File: src/verilog/tpo_regs.svh
// Constants for the table pulse output channel.
`ifndef TPO_REGS_SVH
`define TPO_REGS_SVH
`define TPO_CLK_HZ        32'd20000000
`define TPO_FREQ_MIN_HZ   32'd6
`define TPO_FREQ_MAX_HZ   32'd100000
`define TPO_SEG_MIN       6'd1
`define TPO_SEG_MAX       6'd40
`define TPO_WORDS_PER_SEG 8'd4
`define TPO_FREQ_W0       2'd0
`define TPO_CNT_W0        2'd2
`define TPO_MODE_TABLE    1'b0
`define TPO_MODE_ABS      1'b1
`endif

File: src/verilog/tpo_pkg.sv
// Types shared by the table pulse output channel.
package tpo_pkg;
    typedef enum logic [1:0] {
        TPO_IDLE,
        TPO_LOAD,
        TPO_RUN,
        TPO_FETCH
    } tpo_state_e;

    typedef struct packed {
        logic [31:0] freq_hz;
        logic [31:0] pulses;
    } tpo_seg_s;

    typedef struct packed {
        logic pulse;
        logic dir;
    } tpo_pin_s;
endpackage

File: src/verilog/tpo_rate_gen.sv
// Pulse rate generator: emits a square wave at a clamped frequency.
`timescale 1ns/1ns
`include "tpo_regs.svh"
module tpo_rate_gen (
    // Clock and reset
    input  wire logic        clk_in,
    input  wire logic        reset_n_in,
    input  wire logic        ce_in,
    // Control
    input  wire logic        run_in,
    input  wire logic [31:0] freq_in,
    // Result
    output logic             pulse_out,
    output logic             edge_out
);
    logic [31:0] freq_clamped;
    logic [31:0] accum_reg;
    logic [32:0] sum;

    always_comb begin
        if (freq_in < `TPO_FREQ_MIN_HZ) begin
            freq_clamped = `TPO_FREQ_MIN_HZ;
        end else if (freq_in > `TPO_FREQ_MAX_HZ) begin
            freq_clamped = `TPO_FREQ_MAX_HZ;
        end else begin
            freq_clamped = freq_in;
        end
    end

    // Phase accumulator toggles at twice the output rate.
    assign sum = {1'b0, accum_reg} + {1'b0, freq_clamped} + {1'b0, freq_clamped};

    always_ff @(posedge clk_in or negedge reset_n_in) begin
        if (!reset_n_in) begin
            accum_reg <= 32'h0;
            pulse_out <= 1'b0;
            edge_out  <= 1'b0;
        end else if (ce_in) begin
            edge_out <= 1'b0;
            if (!run_in) begin
                accum_reg <= 32'h0;
                pulse_out <= 1'b0;
            end else if (sum[31:0] >= `TPO_CLK_HZ) begin
                accum_reg <= sum[31:0] - `TPO_CLK_HZ;
                pulse_out <= ~pulse_out;
                // A pulse is counted on its rising edge.
                edge_out  <= ~pulse_out;
            end else begin
                accum_reg <= sum[31:0];
            end
        end
    end
endmodule

File: src/verilog/tpo_channel.sv
// Table-driven and absolute-target pulse/direction output channel.
//
// What this block does
// - Segment frequencies are kept within six hertz to one hundred kHz.
// - The segment now playing is reported and refreshed each scan.
// - Table mode drives only the pulse pin, never the direction pin.
// - Dropping the enable in table mode stops pulses at once.
// - Parameters changed during a run are ignored until it ends.
// - With the cyclic flag set the table restarts after its last segment.
// - A target above the present count moves forward, direction low.
// - A target below the present count moves backward, direction high.
// - Output uses pulse plus direction signalling only.
// - A done flag rises when the commanded pulses have all gone out, unless the target equals the present count.
// - The present count is 32 bits split in high and low words.
// - The present count steps up forward and down backward per pulse.
`timescale 1ns/1ns
`include "tpo_regs.svh"
module tpo_channel #(
    parameter int MAX_SEGS = 40
) (
    // Clock, reset and enable
    input  wire logic                 clk_in,
    input  wire logic                 reset_n_in,
    input  wire logic                 ce_in,
    // Command, sampled on scan; enable_in is also read every cycle of a run
    input  wire logic                 scan_in,
    input  wire logic                 enable_in,
    input  wire logic                 mode_abs_in,
    input  wire logic                 table_cyclic_flag_in,
    input  wire logic [5:0]           seg_total_in,
    input  wire logic signed [31:0]   abs_target_in,
    input  wire logic [31:0]          abs_freq_in,
    // Table read port, same clock
    output logic [7:0]                table_addr_out,
    input  wire logic [15:0]          table_data_in,
    // Status
    output logic [15:0]               seg_index_out,
    output logic                      ch0_done_flag_out,
    output logic [15:0]               ch0_pv_low_out,
    output logic [15:0]               ch0_pv_high_out,
    output logic                      busy_out,
    // Drive pins
    output tpo_pkg::tpo_pin_s         pin_out
);
    import tpo_pkg::*;

    tpo_state_e        state_reg;
    tpo_seg_s          seg_reg;
    logic [2:0]        word_reg;
    logic [5:0]        seg_reg_idx;
    logic [5:0]        seg_total_reg;
    logic              cyclic_reg;
    logic              mode_reg;
    logic              dir_reg;
    logic [31:0]       left_reg;
    logic signed [31:0] pv_reg;
    logic              gen_run;
    logic              gen_pulse;
    logic              gen_edge;
    logic              last_pulse;

    ////////////////////////////////////////////////////////////////////
    assign gen_run    = (state_reg == TPO_RUN) && enable_in;
    assign last_pulse = gen_edge && (left_reg == 32'd1);

    tpo_rate_gen u_rate (
        .clk_in     (clk_in),
        .reset_n_in (reset_n_in),
        .ce_in      (ce_in),
        .run_in     (gen_run),
        .freq_in    (seg_reg.freq_hz),
        .pulse_out  (gen_pulse),
        .edge_out   (gen_edge)
    );

    ////////////////////////////////////////////////////////////////////
    // Sequencer: one scan starts a run; the run owns the channel.
    always_ff @(posedge clk_in or negedge reset_n_in) begin
        if (!reset_n_in) begin
            state_reg     <= TPO_IDLE;
            word_reg      <= 3'd0;
            seg_reg_idx   <= 6'd0;
            seg_total_reg <= 6'd1;
            cyclic_reg    <= 1'b0;
            mode_reg      <= `TPO_MODE_TABLE;
            dir_reg       <= 1'b0;
            seg_reg       <= '0;
            left_reg      <= 32'h0;
        end else if (ce_in) begin
            case (state_reg)
                TPO_IDLE: begin
                    if (scan_in && enable_in) begin
                        mode_reg      <= mode_abs_in;
                        cyclic_reg    <= table_cyclic_flag_in;
                        seg_reg_idx   <= 6'd0;
                        word_reg      <= 3'd0;
                        if (seg_total_in < `TPO_SEG_MIN) begin
                            seg_total_reg <= `TPO_SEG_MIN;
                        end else if (seg_total_in > 6'(MAX_SEGS)) begin
                            seg_total_reg <= 6'(MAX_SEGS);
                        end else begin
                            seg_total_reg <= seg_total_in;
                        end
                        if (mode_abs_in == `TPO_MODE_ABS) begin
                            seg_reg.freq_hz <= abs_freq_in;
                            if (abs_target_in > pv_reg) begin
                                dir_reg  <= 1'b0;
                                left_reg <= 32'(abs_target_in - pv_reg);
                                state_reg <= TPO_RUN;
                            end else if (abs_target_in < pv_reg) begin
                                dir_reg  <= 1'b1;
                                left_reg <= 32'(pv_reg - abs_target_in);
                                state_reg <= TPO_RUN;
                            end
                        end else begin
                            dir_reg   <= 1'b0;
                            state_reg <= TPO_LOAD;
                        end
                    end
                end
                TPO_LOAD, TPO_FETCH: begin
                    case (word_reg)
                        3'd2: seg_reg.freq_hz[15:0]  <= table_data_in;
                        3'd3: seg_reg.freq_hz[31:16] <= table_data_in;
                        3'd4: seg_reg.pulses[15:0]   <= table_data_in;
                        3'd5: seg_reg.pulses[31:16]  <= table_data_in;
                        default: ;
                    endcase
                    word_reg <= word_reg + 3'd1;
                    if (word_reg == 3'd5) begin
                        left_reg  <= {table_data_in, seg_reg.pulses[15:0]};
                        state_reg <= TPO_RUN;
                    end
                    if (!enable_in) begin
                        state_reg <= TPO_IDLE;
                    end
                end
                TPO_RUN: begin
                    if (!enable_in) begin
                        state_reg <= TPO_IDLE;
                    end else if (left_reg == 32'h0 || last_pulse) begin
                        left_reg <= 32'h0;
                        if (mode_reg == `TPO_MODE_ABS) begin
                            state_reg <= TPO_IDLE;
                        end else if (seg_reg_idx + 6'd1 < seg_total_reg) begin
                            seg_reg_idx <= seg_reg_idx + 6'd1;
                            word_reg    <= 3'd0;
                            state_reg   <= TPO_FETCH;
                        end else if (cyclic_reg) begin
                            seg_reg_idx <= 6'd0;
                            word_reg    <= 3'd0;
                            state_reg   <= TPO_FETCH;
                        end else begin
                            state_reg <= TPO_IDLE;
                        end
                    end else if (gen_edge) begin
                        left_reg <= left_reg - 32'd1;
                    end
                end
                default: state_reg <= TPO_IDLE;
            endcase
        end
    end

    ////////////////////////////////////////////////////////////////////
    // Table address: the address register and the synchronous table read
    // each cost a cycle, so a word is captured two steps after it is asked.
    always_ff @(posedge clk_in or negedge reset_n_in) begin
        if (!reset_n_in) begin
            table_addr_out <= 8'h00;
        end else if (ce_in) begin
            table_addr_out <= 8'(seg_reg_idx * `TPO_WORDS_PER_SEG)
                              + 8'(word_reg[1:0]);
        end
    end

    ////////////////////////////////////////////////////////////////////
    // present count steps.
    always_ff @(posedge clk_in or negedge reset_n_in) begin
        if (!reset_n_in) begin
            pv_reg <= 32'sh0;
        end else if (ce_in && gen_edge && state_reg == TPO_RUN
                     && left_reg != 32'h0) begin
            pv_reg <= dir_reg ? pv_reg - 32'sd1 : pv_reg + 32'sd1;
        end
    end

    ////////////////////////////////////////////////////////////////////
    // Status and pins.
    always_ff @(posedge clk_in or negedge reset_n_in) begin
        if (!reset_n_in) begin
            seg_index_out     <= 16'h0000;
            ch0_done_flag_out <= 1'b0;
            ch0_pv_low_out    <= 16'h0000;
            ch0_pv_high_out   <= 16'h0000;
            busy_out          <= 1'b0;
            pin_out           <= '0;
        end else if (ce_in) begin
            if (scan_in) begin
                seg_index_out <= 16'(seg_reg_idx) + 16'h0001;
            end
            if (scan_in && enable_in && state_reg == TPO_IDLE) begin
                ch0_done_flag_out <= 1'b0;
            end else if (state_reg == TPO_RUN && enable_in
                         && (left_reg == 32'h0 || last_pulse)
                         && (mode_reg == `TPO_MODE_ABS
                             || (seg_reg_idx + 6'd1 >= seg_total_reg
                                 && !cyclic_reg))) begin
                ch0_done_flag_out <= 1'b1;
            end
            ch0_pv_low_out  <= pv_reg[15:0];
            ch0_pv_high_out <= pv_reg[31:16];
            busy_out        <= (state_reg != TPO_IDLE);
            pin_out.pulse <= gen_pulse && gen_run;
            pin_out.dir   <= (mode_reg == `TPO_MODE_ABS) ? dir_reg
                                                          : 1'b0;
        end
    end
endmodule

File: config.mk
export PLATFORM = sky130hd
export DESIGN_NAME = tpo_channel
export DESIGN_NICKNAME = d
export VERILOG_FILES = /design/src/verilog/tpo_pkg.sv /design/src/verilog/tpo_rate_gen.sv /design/src/verilog/tpo_channel.sv
export VERILOG_INCLUDE_DIRS = /design/src /design/src/verilog
export SDC_FILE = /design/constraint.sdc
export NUM_CORES = 1
export LEC_CHECK = 0
export BUFFER_PORTS_ARGS = -buffer_cell sky130_fd_sc_hd__buf_4
export CAP_MARGIN = 20
export CORE_MARGIN = 5
export CORE_UTILIZATION = 50
export DETAILED_ROUTE_END_ITERATION = 8
export HOLD_SLACK_MARGIN = 0.03
export PLACE_DENSITY = 0.7
export SYNTH_ARGS = -nofsm -noshare
export SYNTH_HDL_FRONTEND = slang
export SYNTH_SLANG_ARGS = --single-unit
File: constraint.sdc
create_clock -name clk_in -period 11.2 [get_ports clk_in]
set_input_delay 2.8 -clock clk_in [delete_from_list [all_inputs] [get_ports clk_in]]
set_output_delay 2.8 -clock clk_in [all_outputs]
set_load 0.05 [all_outputs]
==> results.yml, run 1 <==
run_status:
  outcome: "finished, final reports clean"
grt:
  grtUsageMet1: 0.361
  grt_use_met2: 0.428
  grt_pass1_wl_um: 84000
  grt_pass1_vias: 15900
  grt.overflow.total: 0
  grt-busiest-layer: "met2"
  antenna_found_initial: 0
  grtUsageTotal: 0.259
  grt_max_degree: 102
  use_met3: 0.0315
yosys:
  ys_warn_count: 0
  yosysSeqAreaShare: 0.302
  ys.flop_type: "dfrtp_1"
  synth-edff-count: 0
  ys_ff_latch: 216
  syn-cell-area_um2: 17900
  syn_inst: 2142
  async_flop_share: 1.00
  yosysUniqueCellTypes: 94
  syn_avg_cell_area_um2: 8.36
critical_path:
  worstPathArrival_ns: 7.62
  reg2reg_slack_ns: 4.01
  r2r-end: "u_rate.accum_reg[14]"
  crit_family: "compound AO/OA/AOI/OAI gates"
  cpPeakStageDelay_ns: 0.94
  critical_path.startpoint: "seg_reg[44]"
  worstSetupPathType: "flip-flop to flip-flop"
  cp_slowest_cell: "o311ai_4"
  crit_path_end_kind: "flip-flop"
  start_kind: "flip-flop"
  path_cells: "nor4_1 > nand3_1 > a41oi_1 > and3_1 > ha_1 > inv_1 > fa_1 > nor2b_1 > o2111a_2 > nor3_1 > a21oi_1 > xor2_1 > inv_1 > ha_1 > nand2_1 > or3_1 > o41ai_1 > a41oi_2 > o211ai_2 > a2111oi_4 > o311ai_4 > o21ai_0 > xor2_1 > a31o_2"
  path_buf_inv: 2
  crit_path_max_fanout: 25
  reg2regPathDepth: 24
  worst_ep_required_time_ns: 11.63
  reg2reg_from: "seg_reg[44]"
timing:
  slew_viol_final: 0
  max_clock_freq_mhz: 139
  relSlewSlack: 0.248
  fin_crit_sh: 0.642
  worst_pin_slew_ns: 1.12
  fin_crit_ns: 7.19
  rsz0062_at_grt: "no"
  hold_viol: 0
  setup_viol: 0
  setup_tns_ns: 0
  clock_skew_ns: 0.0172
floorplan:
  row_count: 69
  die_w_um: 199
  io_pins: 153
  die_h_um: 199
  dieArea_um2: 39700
  initial_core_util: 0.504
  core_um2: 35500
layout:
  nets: 2472
  n_antenna_cell: 0
  area_growth_pct: 12.3
  fillers: 3274
  regArea_um2: 5410
  multi_input_area_um2: 11500
  largest_reg_flops: 48
  final_util: 0.566
  drive_gt1_frac: 0.139
clock_network:
  htreeDepth: 1
  hold_buffers: 0
  cts.path.max_buffers: 3
  cts_made_buffers: 26
  cts.sinks: 216
  path_clk_slew_ns: 0.06
  root_buffer: "clkbuf_16"
  cts_tree: "built"
  cts.repair.resized: 0
  postCtsSetupRepairBufs: 0
  clk_latency_ns: 0.55
hold_path:
  hold_depth: 2
  hold-path-endpoint: "seg_total_reg[0]"
  hp-class: "flip-flop to flip-flop"
  hold_path_startpoint: "seg_total_reg[0]"
detailed_routing:
  drt-vias-per-instance: 6.00
  vias: 16300
  route.detailed.drc: 0
  ant_nets: 0
  drtPass1Iterations: 7
  routedWlPerCell_um: 19.3
  wirelength_um: 52400
  drt-initial-drc-count: 1055
place:
  routabilityCongestion: 0.936
  io_buffers: 143
  hpwl_um: 39500
pwr:
  irDropWorstVdd_v: 0.000173
  power.density_nw_per_um2: 270
  power_leakage_nw: 9.37
job:
  drv_cap: 0
[final cells by class]
| class | count | share of cell area |
|---|---|---|
| multi-input combinational | 1684 | 0.572 |
| sequential | 216 | 0.269 |
| timing repair buffer | 161 | 0.0609 |
| clock buffer | 38 | 0.0372 |
| tap | 461 | 0.0287 |
| inverter | 147 | 0.0275 |
| clock inverter | 6 | 0.00417 |
[metal layers]
| metal | wire length [µm] | part of all wire | vias up |
|---|---|---|---|
| met2 | 24400 | 0.47 | 506 |
| met3 | 3200 | 0.061 | 78 |
| met1 | 23600 | 0.45 | 7804 |
| met4 | 1290 | 0.025 | 0 |
| li1 | - | - | 7901 |
| met5 | 0 | 0 | - |
[cell usage after synthesis, types with 29 or more instances]
library cell  number  area [µm²]
ha_1             139        1740
nand4_1           32         200
nor2_1           155         582
dfrtp_1          215        5380
a21o_1            65         488
nand3_1           38         190
clkbuf_1          80         300
nand2_1          174         653
o21ai_0          178         891
inv_1            147         552
nor2b_1           29         181
nor3_1            44         220
nand2b_1          36         225
a21oi_1          178         891
xnor2_1           59         517
mux2i_1           33         330
xor2_1            48         420
mux2_2            65         732
[logic make-up after synthesis]
family / count (synthesis) / share of synthesized area
buffers and inverters: 263 / 0.0612
AOI/OAI and AO/OA: 690 / 0.251
DFF: 216 / 0.302
and+or+nand+nor: 622 / 0.170
adders and majority gates: 143 / 0.102
other: 1 / 0.000210
xor gates and xnor gates: 109 / 0.0542
muxes: 98 / 0.0594
[metrics by stage]
step	area, µm²	power (mW)	setup slack [ns]	hold slack (ns)	instances
final	20100	5.42	4.01	0.485	2713
after global routing	20100	5.82	3.48	0.516	2713
after CTS	20100	5.40	4.06	0.489	2713
after detailed placement	19300	4.54	4.11	0.479	2669
after global placement	19200	4.48	4.14	0.469	2668
after floorplan	18000	3.69	5.10	0.460	2163
[worst max-delay path by stage]
| stage | to | slack (ns) | cells past startpoint |
|---|---|---|---|
| 6_report | u_rate.accum_reg[14] | 4.01 | 24 |
| 5_1_grt | u_rate.accum_reg[14] | 3.48 | 24 |
| 4_1_cts | u_rate.accum_reg[14] | 4.06 | 24 |
| 3_5_place_dp | u_rate.accum_reg[14] | 4.11 | 24 |
| 3_3_place_gp | left_reg[31] | 4.14 | 16 |
| 2_1_floorplan | left_reg[29] | 5.10 | 15 |
[worst reg2reg max path, delay by kind of cell, from the launching register on]
| family | cells | cell delay (ns) |
|---|---|---|
| xor gates and xnor gates | 2 | 0.34 |
| buffers and inverters | 2 | 0.17 |
| adders and majority gates | 3 | 0.74 |
| AOI/OAI and AO/OA | 10 | 3.84 |
| and+or+nand+nor | 7 | 1.57 |
| DFF | 1 | 0.40 |
[where the power goes]
group / switching [mW] / internal [mW] / leakage, nW
Clock: 0.336 / 0.504 / 0.408
Sequential: 0.281 / 1.08 / 2.76
Combinational: 1.98 / 1.23 / 6.21
[cell usage in the layout (no fill, tap or decap), types with 18 or more instances in the layout]
cell and n:
dfrtp_1 214, o21ai_0 178, a21oi_1 176, nand2_1 174, buf_4 159, nor2_1 154
inv_1 147, ha_1 139, a21o_1 65, mux2_2 65, xnor2_1 59, xor2_1 48
nor3_1 44, nand3_1 38, nand2b_1 36, mux2i_1 33, nand4_1 32, nor2b_1 29
clkbuf_16 27, a31oi_1 26, conb_1 22, o21a_1 21, nor4_1 19, o211ai_1 19
and2_1 19, o21bai_1 19, o22ai_1 19, a211oi_1 18
(Power assumes the default switching activity.)
==> inputs of run 2 (changes only) <==
--- a/config.mk
+++ b/config.mk
@@ -6,13 +6,14 @@
 export SDC_FILE = /design/constraint.sdc
 export NUM_CORES = 1
 export LEC_CHECK = 0
+export ABC_AREA = 1
 export BUFFER_PORTS_ARGS = -buffer_cell sky130_fd_sc_hd__buf_4
 export CAP_MARGIN = 20
 export CORE_MARGIN = 5
 export CORE_UTILIZATION = 50
 export DETAILED_ROUTE_END_ITERATION = 8
 export HOLD_SLACK_MARGIN = 0.03
-export PLACE_DENSITY = 0.7
+export PLACE_DENSITY = 0.69
 export SYNTH_ARGS = -nofsm -noshare
 export SYNTH_HDL_FRONTEND = slang
 export SYNTH_SLANG_ARGS = --single-unit
==> constraint.sdc (replaced) <==
create_clock -name clk_in -period 6.71 [get_ports clk_in]
set_input_delay 1.6775 -clock clk_in [delete_from_list [all_inputs] [get_ports clk_in]]
set_output_delay 1.6775 -clock clk_in [all_outputs]
set_load 0.05 [all_outputs]
==> results.yml, run 2 <==
grt:
  grt_pass1_wl_um: 99500
  grt.overflow.total: 0
  antenna_found_initial: 0
  grt_pass1_vias: 19000
  grtUsageTotal: 0.293
  grt_max_degree: 111
layout:
  mostFrequentLayoutCell: "nand2_1"
  n_antenna_cell: 0
  largest_reg_flops: 48
  final_cell_mix: "nand2_1 (795), inv_1 (355), nor2_1 (244), a21oi_1 (235), o21ai_0 (230)"
  drive_gt1_frac: 0.0941
  nets: 3245
  area_growth_pct: 12.6
clock_network:
  cts.path.max_buffers: 3
  htreeDepth: 1
  postCtsSetupRepairBufs: 0
  root_buffer: "clkbuf_16"
  cts_tree: "built"
  cts_made_buffers: 27
  cts.repair.resized: 0
  clk_latency_ns: 0.57
  path_clk_slew_ns: 0.06
  cts.sinks: 216
  hold_buffers: 0
floorplan:
  io_pins: 153
  core_um2: 37800
  initial_core_util: 0.507
  die_h_um: 206
  die_w_um: 206
  dieArea_um2: 42300
  row_count: 71
detailed_routing:
  drtPass1Iterations: 5
  routedWlPerCell_um: 17.9
  route.detailed.drc: 0
  drt-vias-per-instance: 5.54
  drt-initial-drc-count: 1690
  wirelength_um: 63400
  vias: 19600
  ant_nets: 0
yosys:
  syn-cell-area_um2: 19100
  synth.area.top_cells: "dfrtp_1 (28%), nand2_1 (16%), ha_1 (9.1%)"
  async_flop_share: 1.00
  ys.flop_type: "dfrtp_1"
  synthTopCellsByCount: "nand2_1 (795), inv_1 (356), nor2_1 (246), a21oi_1 (235), o21ai_0 (230)"
  ys_warn_count: 0
  syn_avg_cell_area_um2: 6.59
  yosysSeqAreaShare: 0.283
  synth_top_area_share: 0.281
  ys_ff_latch: 216
  syn_inst: 2902
  synth-edff-count: 0
  yosysUniqueCellTypes: 55
  yosysMostFrequentCell: "nand2_1"
  synth_top_area_cell: "dfrtp_1"
timing:
  fin_crit_sh: 0.735
  setup_viol: 0
  worst_slack_ns: 1.78
  fin_crit_ns: 4.93
  hold_viol: 0
  worst_pin_slew_ns: 1.08
  rsz0062_at_grt: "no"
  holdWs_ns: 0.480
  slew_viol_final: 0
  relSlewSlack: 0.281
  setup_tns_ns: 0
  max_clock_freq_mhz: 203
  clock_skew_ns: 0.0121
critical_path:
  worstPathArrival_ns: 5.38
  crit_path_frequent_cell: "nand2_1"
  crit_path_end_kind: "flip-flop"
  worstSetupPathType: "flip-flop to flip-flop"
  cpPeakStageDelay_ns: 0.43
  reg2reg_slack_ns: 1.78
  worst_ep_required_time_ns: 7.16
  crit_path_max_fanout: 35
  cp_slowest_cell: "fa_1"
  start_kind: "flip-flop"
place:
  pre_cts_ws_ns: 1.57
  hpwl_um: 51100
  io_buffers: 143
  routabilityCongestion: 1.03
hold_path:
  hp-class: "flip-flop to flip-flop"
pwr:
  power_leakage_nw: 10.9
  power.density_nw_per_um2: 507
  total_power_mw: 10.9
  irDropWorstVdd_v: 0.000302
run_status:
  outcome: "finished, final reports clean"
job:
  drv_cap: 0
## run 2: through the flow
| step | std cells | area, µm² | utilization |
|---|---|---|---|
| 5_1_grt | 3540 | 21500 | 0.570 |
| 3_3_place_gp | 3490 | 20500 | 0.544 |
| 3_5_place_dp | 3490 | 20500 | 0.544 |
| 2_1_floorplan | 2923 | 19200 | - |
| 6_report | 3540 | 21500 | 0.570 |
| 4_1_cts | 3539 | 21500 | 0.570 |
## run 2: cell families after synthesis
kind of cell,count (synthesis),share of synthesized area
other cells,1,0.000196
simple gates,1308,0.284
fa+ha+maj,143,0.0951
xor+xnor,110,0.0512
flops,216,0.283
compound gates,644,0.187
buf+inv,480,0.100
## run 2: final cells by class
cell class	instances	area, µm²
clock buffer	36	769
fill	3728	16200
clock inverter	13	209
sequential	216	5410
inverter	381	1430
tap	511	639
multi-input combinational	2227	11900
timing repair buffer	156	1190
## run 2: final timing paths
path                                       start              endpoint  cells past startpoint
worst max-delay path                 seg_reg[46]  u_rate.accum_reg[11]                     36
worst min-delay path            u_rate.pulse_out      u_rate.pulse_out                      2
worst max register to register       seg_reg[46]  u_rate.accum_reg[11]                     36
worst min register to register  u_rate.pulse_out      u_rate.pulse_out                      2
max in group asynchronous             reset_n_in               dir_reg                      2
min in group asynchronous             reset_n_in            pv_reg[15]                      1
## run 2: metal layers
metal / vias up / GRT usage / share of wire
met5: - / 0 / 0
met3: 192 / 0.0270 / 0.050
li1: 9650 / - / -
met2: 652 / 0.517 / 0.49
met1: 9124 / 0.362 / 0.41
met4: 0 / 0.139 / 0.053
## run 2: power breakdown
group,internal (mW),switching [mW],leakage [nW]
combinational,2.29,4.68,7.74
sequential,1.84,0.500,2.67
clock,0.998,0.608,0.477
## run 2: worst max-delay path, delay by kind of cell (launching register included)
family                   cells  cell delay, ns
AO/OA/AOI/OAI                3            0.57
XOR/XNOR                     1            0.12
adder cells (fa/ha/maj)      2            0.61
buffers and inverters        4            0.47
flip-flops                   1            0.39
AND/OR/NAND/NOR             26            2.68
==> inputs of run 3 (changes only) <==
--- a/config.mk
+++ b/config.mk
@@ -13,7 +13,7 @@
 export CORE_UTILIZATION = 50
 export DETAILED_ROUTE_END_ITERATION = 8
 export HOLD_SLACK_MARGIN = 0.03
-export PLACE_DENSITY = 0.69
+export PLACE_DENSITY = 0.72
 export SYNTH_ARGS = -nofsm -noshare
 export SYNTH_HDL_FRONTEND = slang
 export SYNTH_SLANG_ARGS = --single-unit
==> constraint.sdc (replaced) <==
create_clock -name clk_in -period 4.5 [get_ports clk_in]
set_input_delay 1.125 -clock clk_in [delete_from_list [all_inputs] [get_ports clk_in]]
set_output_delay 1.125 -clock clk_in [all_outputs]
set_load 0.05 [all_outputs]
==> results.yml, run 3 (synthesis results as in run 2) <==
clock_network:
  path_clk_slew_ns: 0.06
  cts_made_buffers: 27
  root_buffer: "clkbuf_16"
  cts_tree: "built"
  clk_latency_ns: 0.55
  hold_buffers: 0
  cts.path.max_buffers: 3
  cts.sinks: 216
  htreeDepth: 1
critical_path:
  worst_ep_required_time_ns: 4.92
  worstSetupPathType: "flip-flop to flip-flop"
  cpPeakStageDelay_ns: 0.40
  reg2reg_slack_ns: 0.19
  reg2reg_from: "seg_reg[45]"
  crit_path_frequent_cell: "nand2_1"
  crit_end: "u_rate.accum_reg[22]"
  path_depth: 28
  critical_path.startpoint: "seg_reg[45]"
  r2r-end: "u_rate.accum_reg[22]"
  crit_path_max_fanout: 8
  worstPathArrival_ns: 4.73
  crit_path_end_kind: "flip-flop"
  cp_slowest_cell: "ha_1"
  crit_family: "simple AND/OR/NAND/NOR gates"
  path_buf_inv: 4
  start_kind: "flip-flop"
  reg2regPathDepth: 28
detailed_routing:
  ant_nets: 0
  drtPass1Iterations: 6
  vias: 20100
  drt-initial-drc-count: 1670
  routedWlPerCell_um: 18.5
  wirelength_um: 66600
  route.detailed.drc: 0
  drt-vias-per-instance: 5.58
timing:
  rsz0062_at_grt: "yes"
  holdWs_ns: 0.479
  hold_viol: 0
  fin_crit_ns: 4.31
  setup_tns_ns: 0
  fin_crit_sh: 0.958
  setup_viol: 0
  slew_viol_final: 0
  clock_skew_ns: 0.0119
  worst_pin_slew_ns: 1.01
  max_clock_freq_mhz: 232
  relSlewSlack: 0.328
layout:
  finalInstanceArea_um2: 22400
  largest_reg_flops: 48
  mostFrequentLayoutCell: "nand2_1"
  regArea_um2: 5410
  n_antenna_cell: 0
  fillers: 3660
  nets: 3315
  multi_input_area_um2: 12200
  area_growth_pct: 17.1
  final_cell_mix: "nand2_1 (778), inv_1 (348), nor2_1 (234), a21oi_1 (232), o21ai_0 (226)"
  drive_gt1_frac: 0.135
  finalNonFillerCells: 3610
pwr:
  total_power_mw: 16.7
  power_leakage_nw: 11.3
  irDropWorstVdd_v: 0.000597
  power.density_nw_per_um2: 747
floorplan:
  row_count: 71
  io_pins: 153
  core_um2: 37800
  die_h_um: 206
  initial_core_util: 0.507
  die_w_um: 206
  dieArea_um2: 42300
run_status:
  outcome: "finished, final reports clean"
grt:
  grt.overflow.total: 0
  antenna_found_initial: 0
  grt_max_degree: 104
  grt_pass1_vias: 19200
  grt_pass1_wl_um: 103000
  grtUsageTotal: 0.306
place:
  io_buffers: 143
  placed_cells: 3539
  place_area_um2: 21000
  routabilityCongestion: 0.993
  hpwl_um: 53600
hold_path:
  hp-class: "flip-flop to flip-flop"
job:
  drv_cap: 0
[run 3: metrics by stage]
stage               worst slack [ns]   util
detailed placement           -0.0579  0.555
CTS                           0.0498  0.581
floorplan                      0.449      -
global placement              0.0438  0.555
finish                         0.190  0.593
global route                  -0.158  0.593
[run 3: report_power, final]
part	leakage, nW	switching (mW)	internal [mW]	total, mW
Clock	0.476	0.911	1.45	2.37
Sequential	2.67	0.739	2.75	3.49
Combinational	8.11	7.18	3.69	10.9
Total	11.3	8.83	7.90	16.7
[run 3: cell type report]
| type | count | share of cell area |
|---|---|---|
| clock inverters | 17 | 0.0102 |
| multi-input cells | 2228 | 0.543 |
| flip-flops and latches | 216 | 0.241 |
| inverters | 381 | 0.0639 |
| clock buffers | 32 | 0.0328 |
| well taps | 511 | 0.0285 |
| repair buffers | 225 | 0.0798 |
[run 3: routing by layer]
layer | GRT usage | part of all wire
met2 | 0.532 | 0.49
met5 | 0 | 0
met3 | 0.0310 | 0.056
met1 | 0.391 | 0.41
met4 | 0.128 | 0.047
[run 3: worst min-delay path: stages, from the launching register on]
cell	delay [ns]
dfrtp_1	0.34
nand2_1	0.06
nand2_1	0.05
[run 3: how the worst min path moves through the flow]
stage	from	endpoint	slack, ns	cells past startpoint
floorplan	u_rate.pulse_out	u_rate.pulse_out	0.44	2
global placement	u_rate.pulse_out	u_rate.pulse_out	0.46	2
detailed placement	table_addr_out[2]	table_addr_out[2]	0.47	2
CTS	table_addr_out[2]	table_addr_out[2]	0.49	2
global route	seg_reg[61]	seg_reg[61]	0.50	1
finish	table_addr_out[2]	table_addr_out[2]	0.48	2
[run 3: timing repair]
| action | CTS | global route |
|---|---|---|
| resized for setup | 7 | 74 |
| setup buffers | 0 | 19 |
| setup endpoints to repair | 13 | 26 |
| pin swaps | 0 | 31 |
| cloned | 0 | 2 |
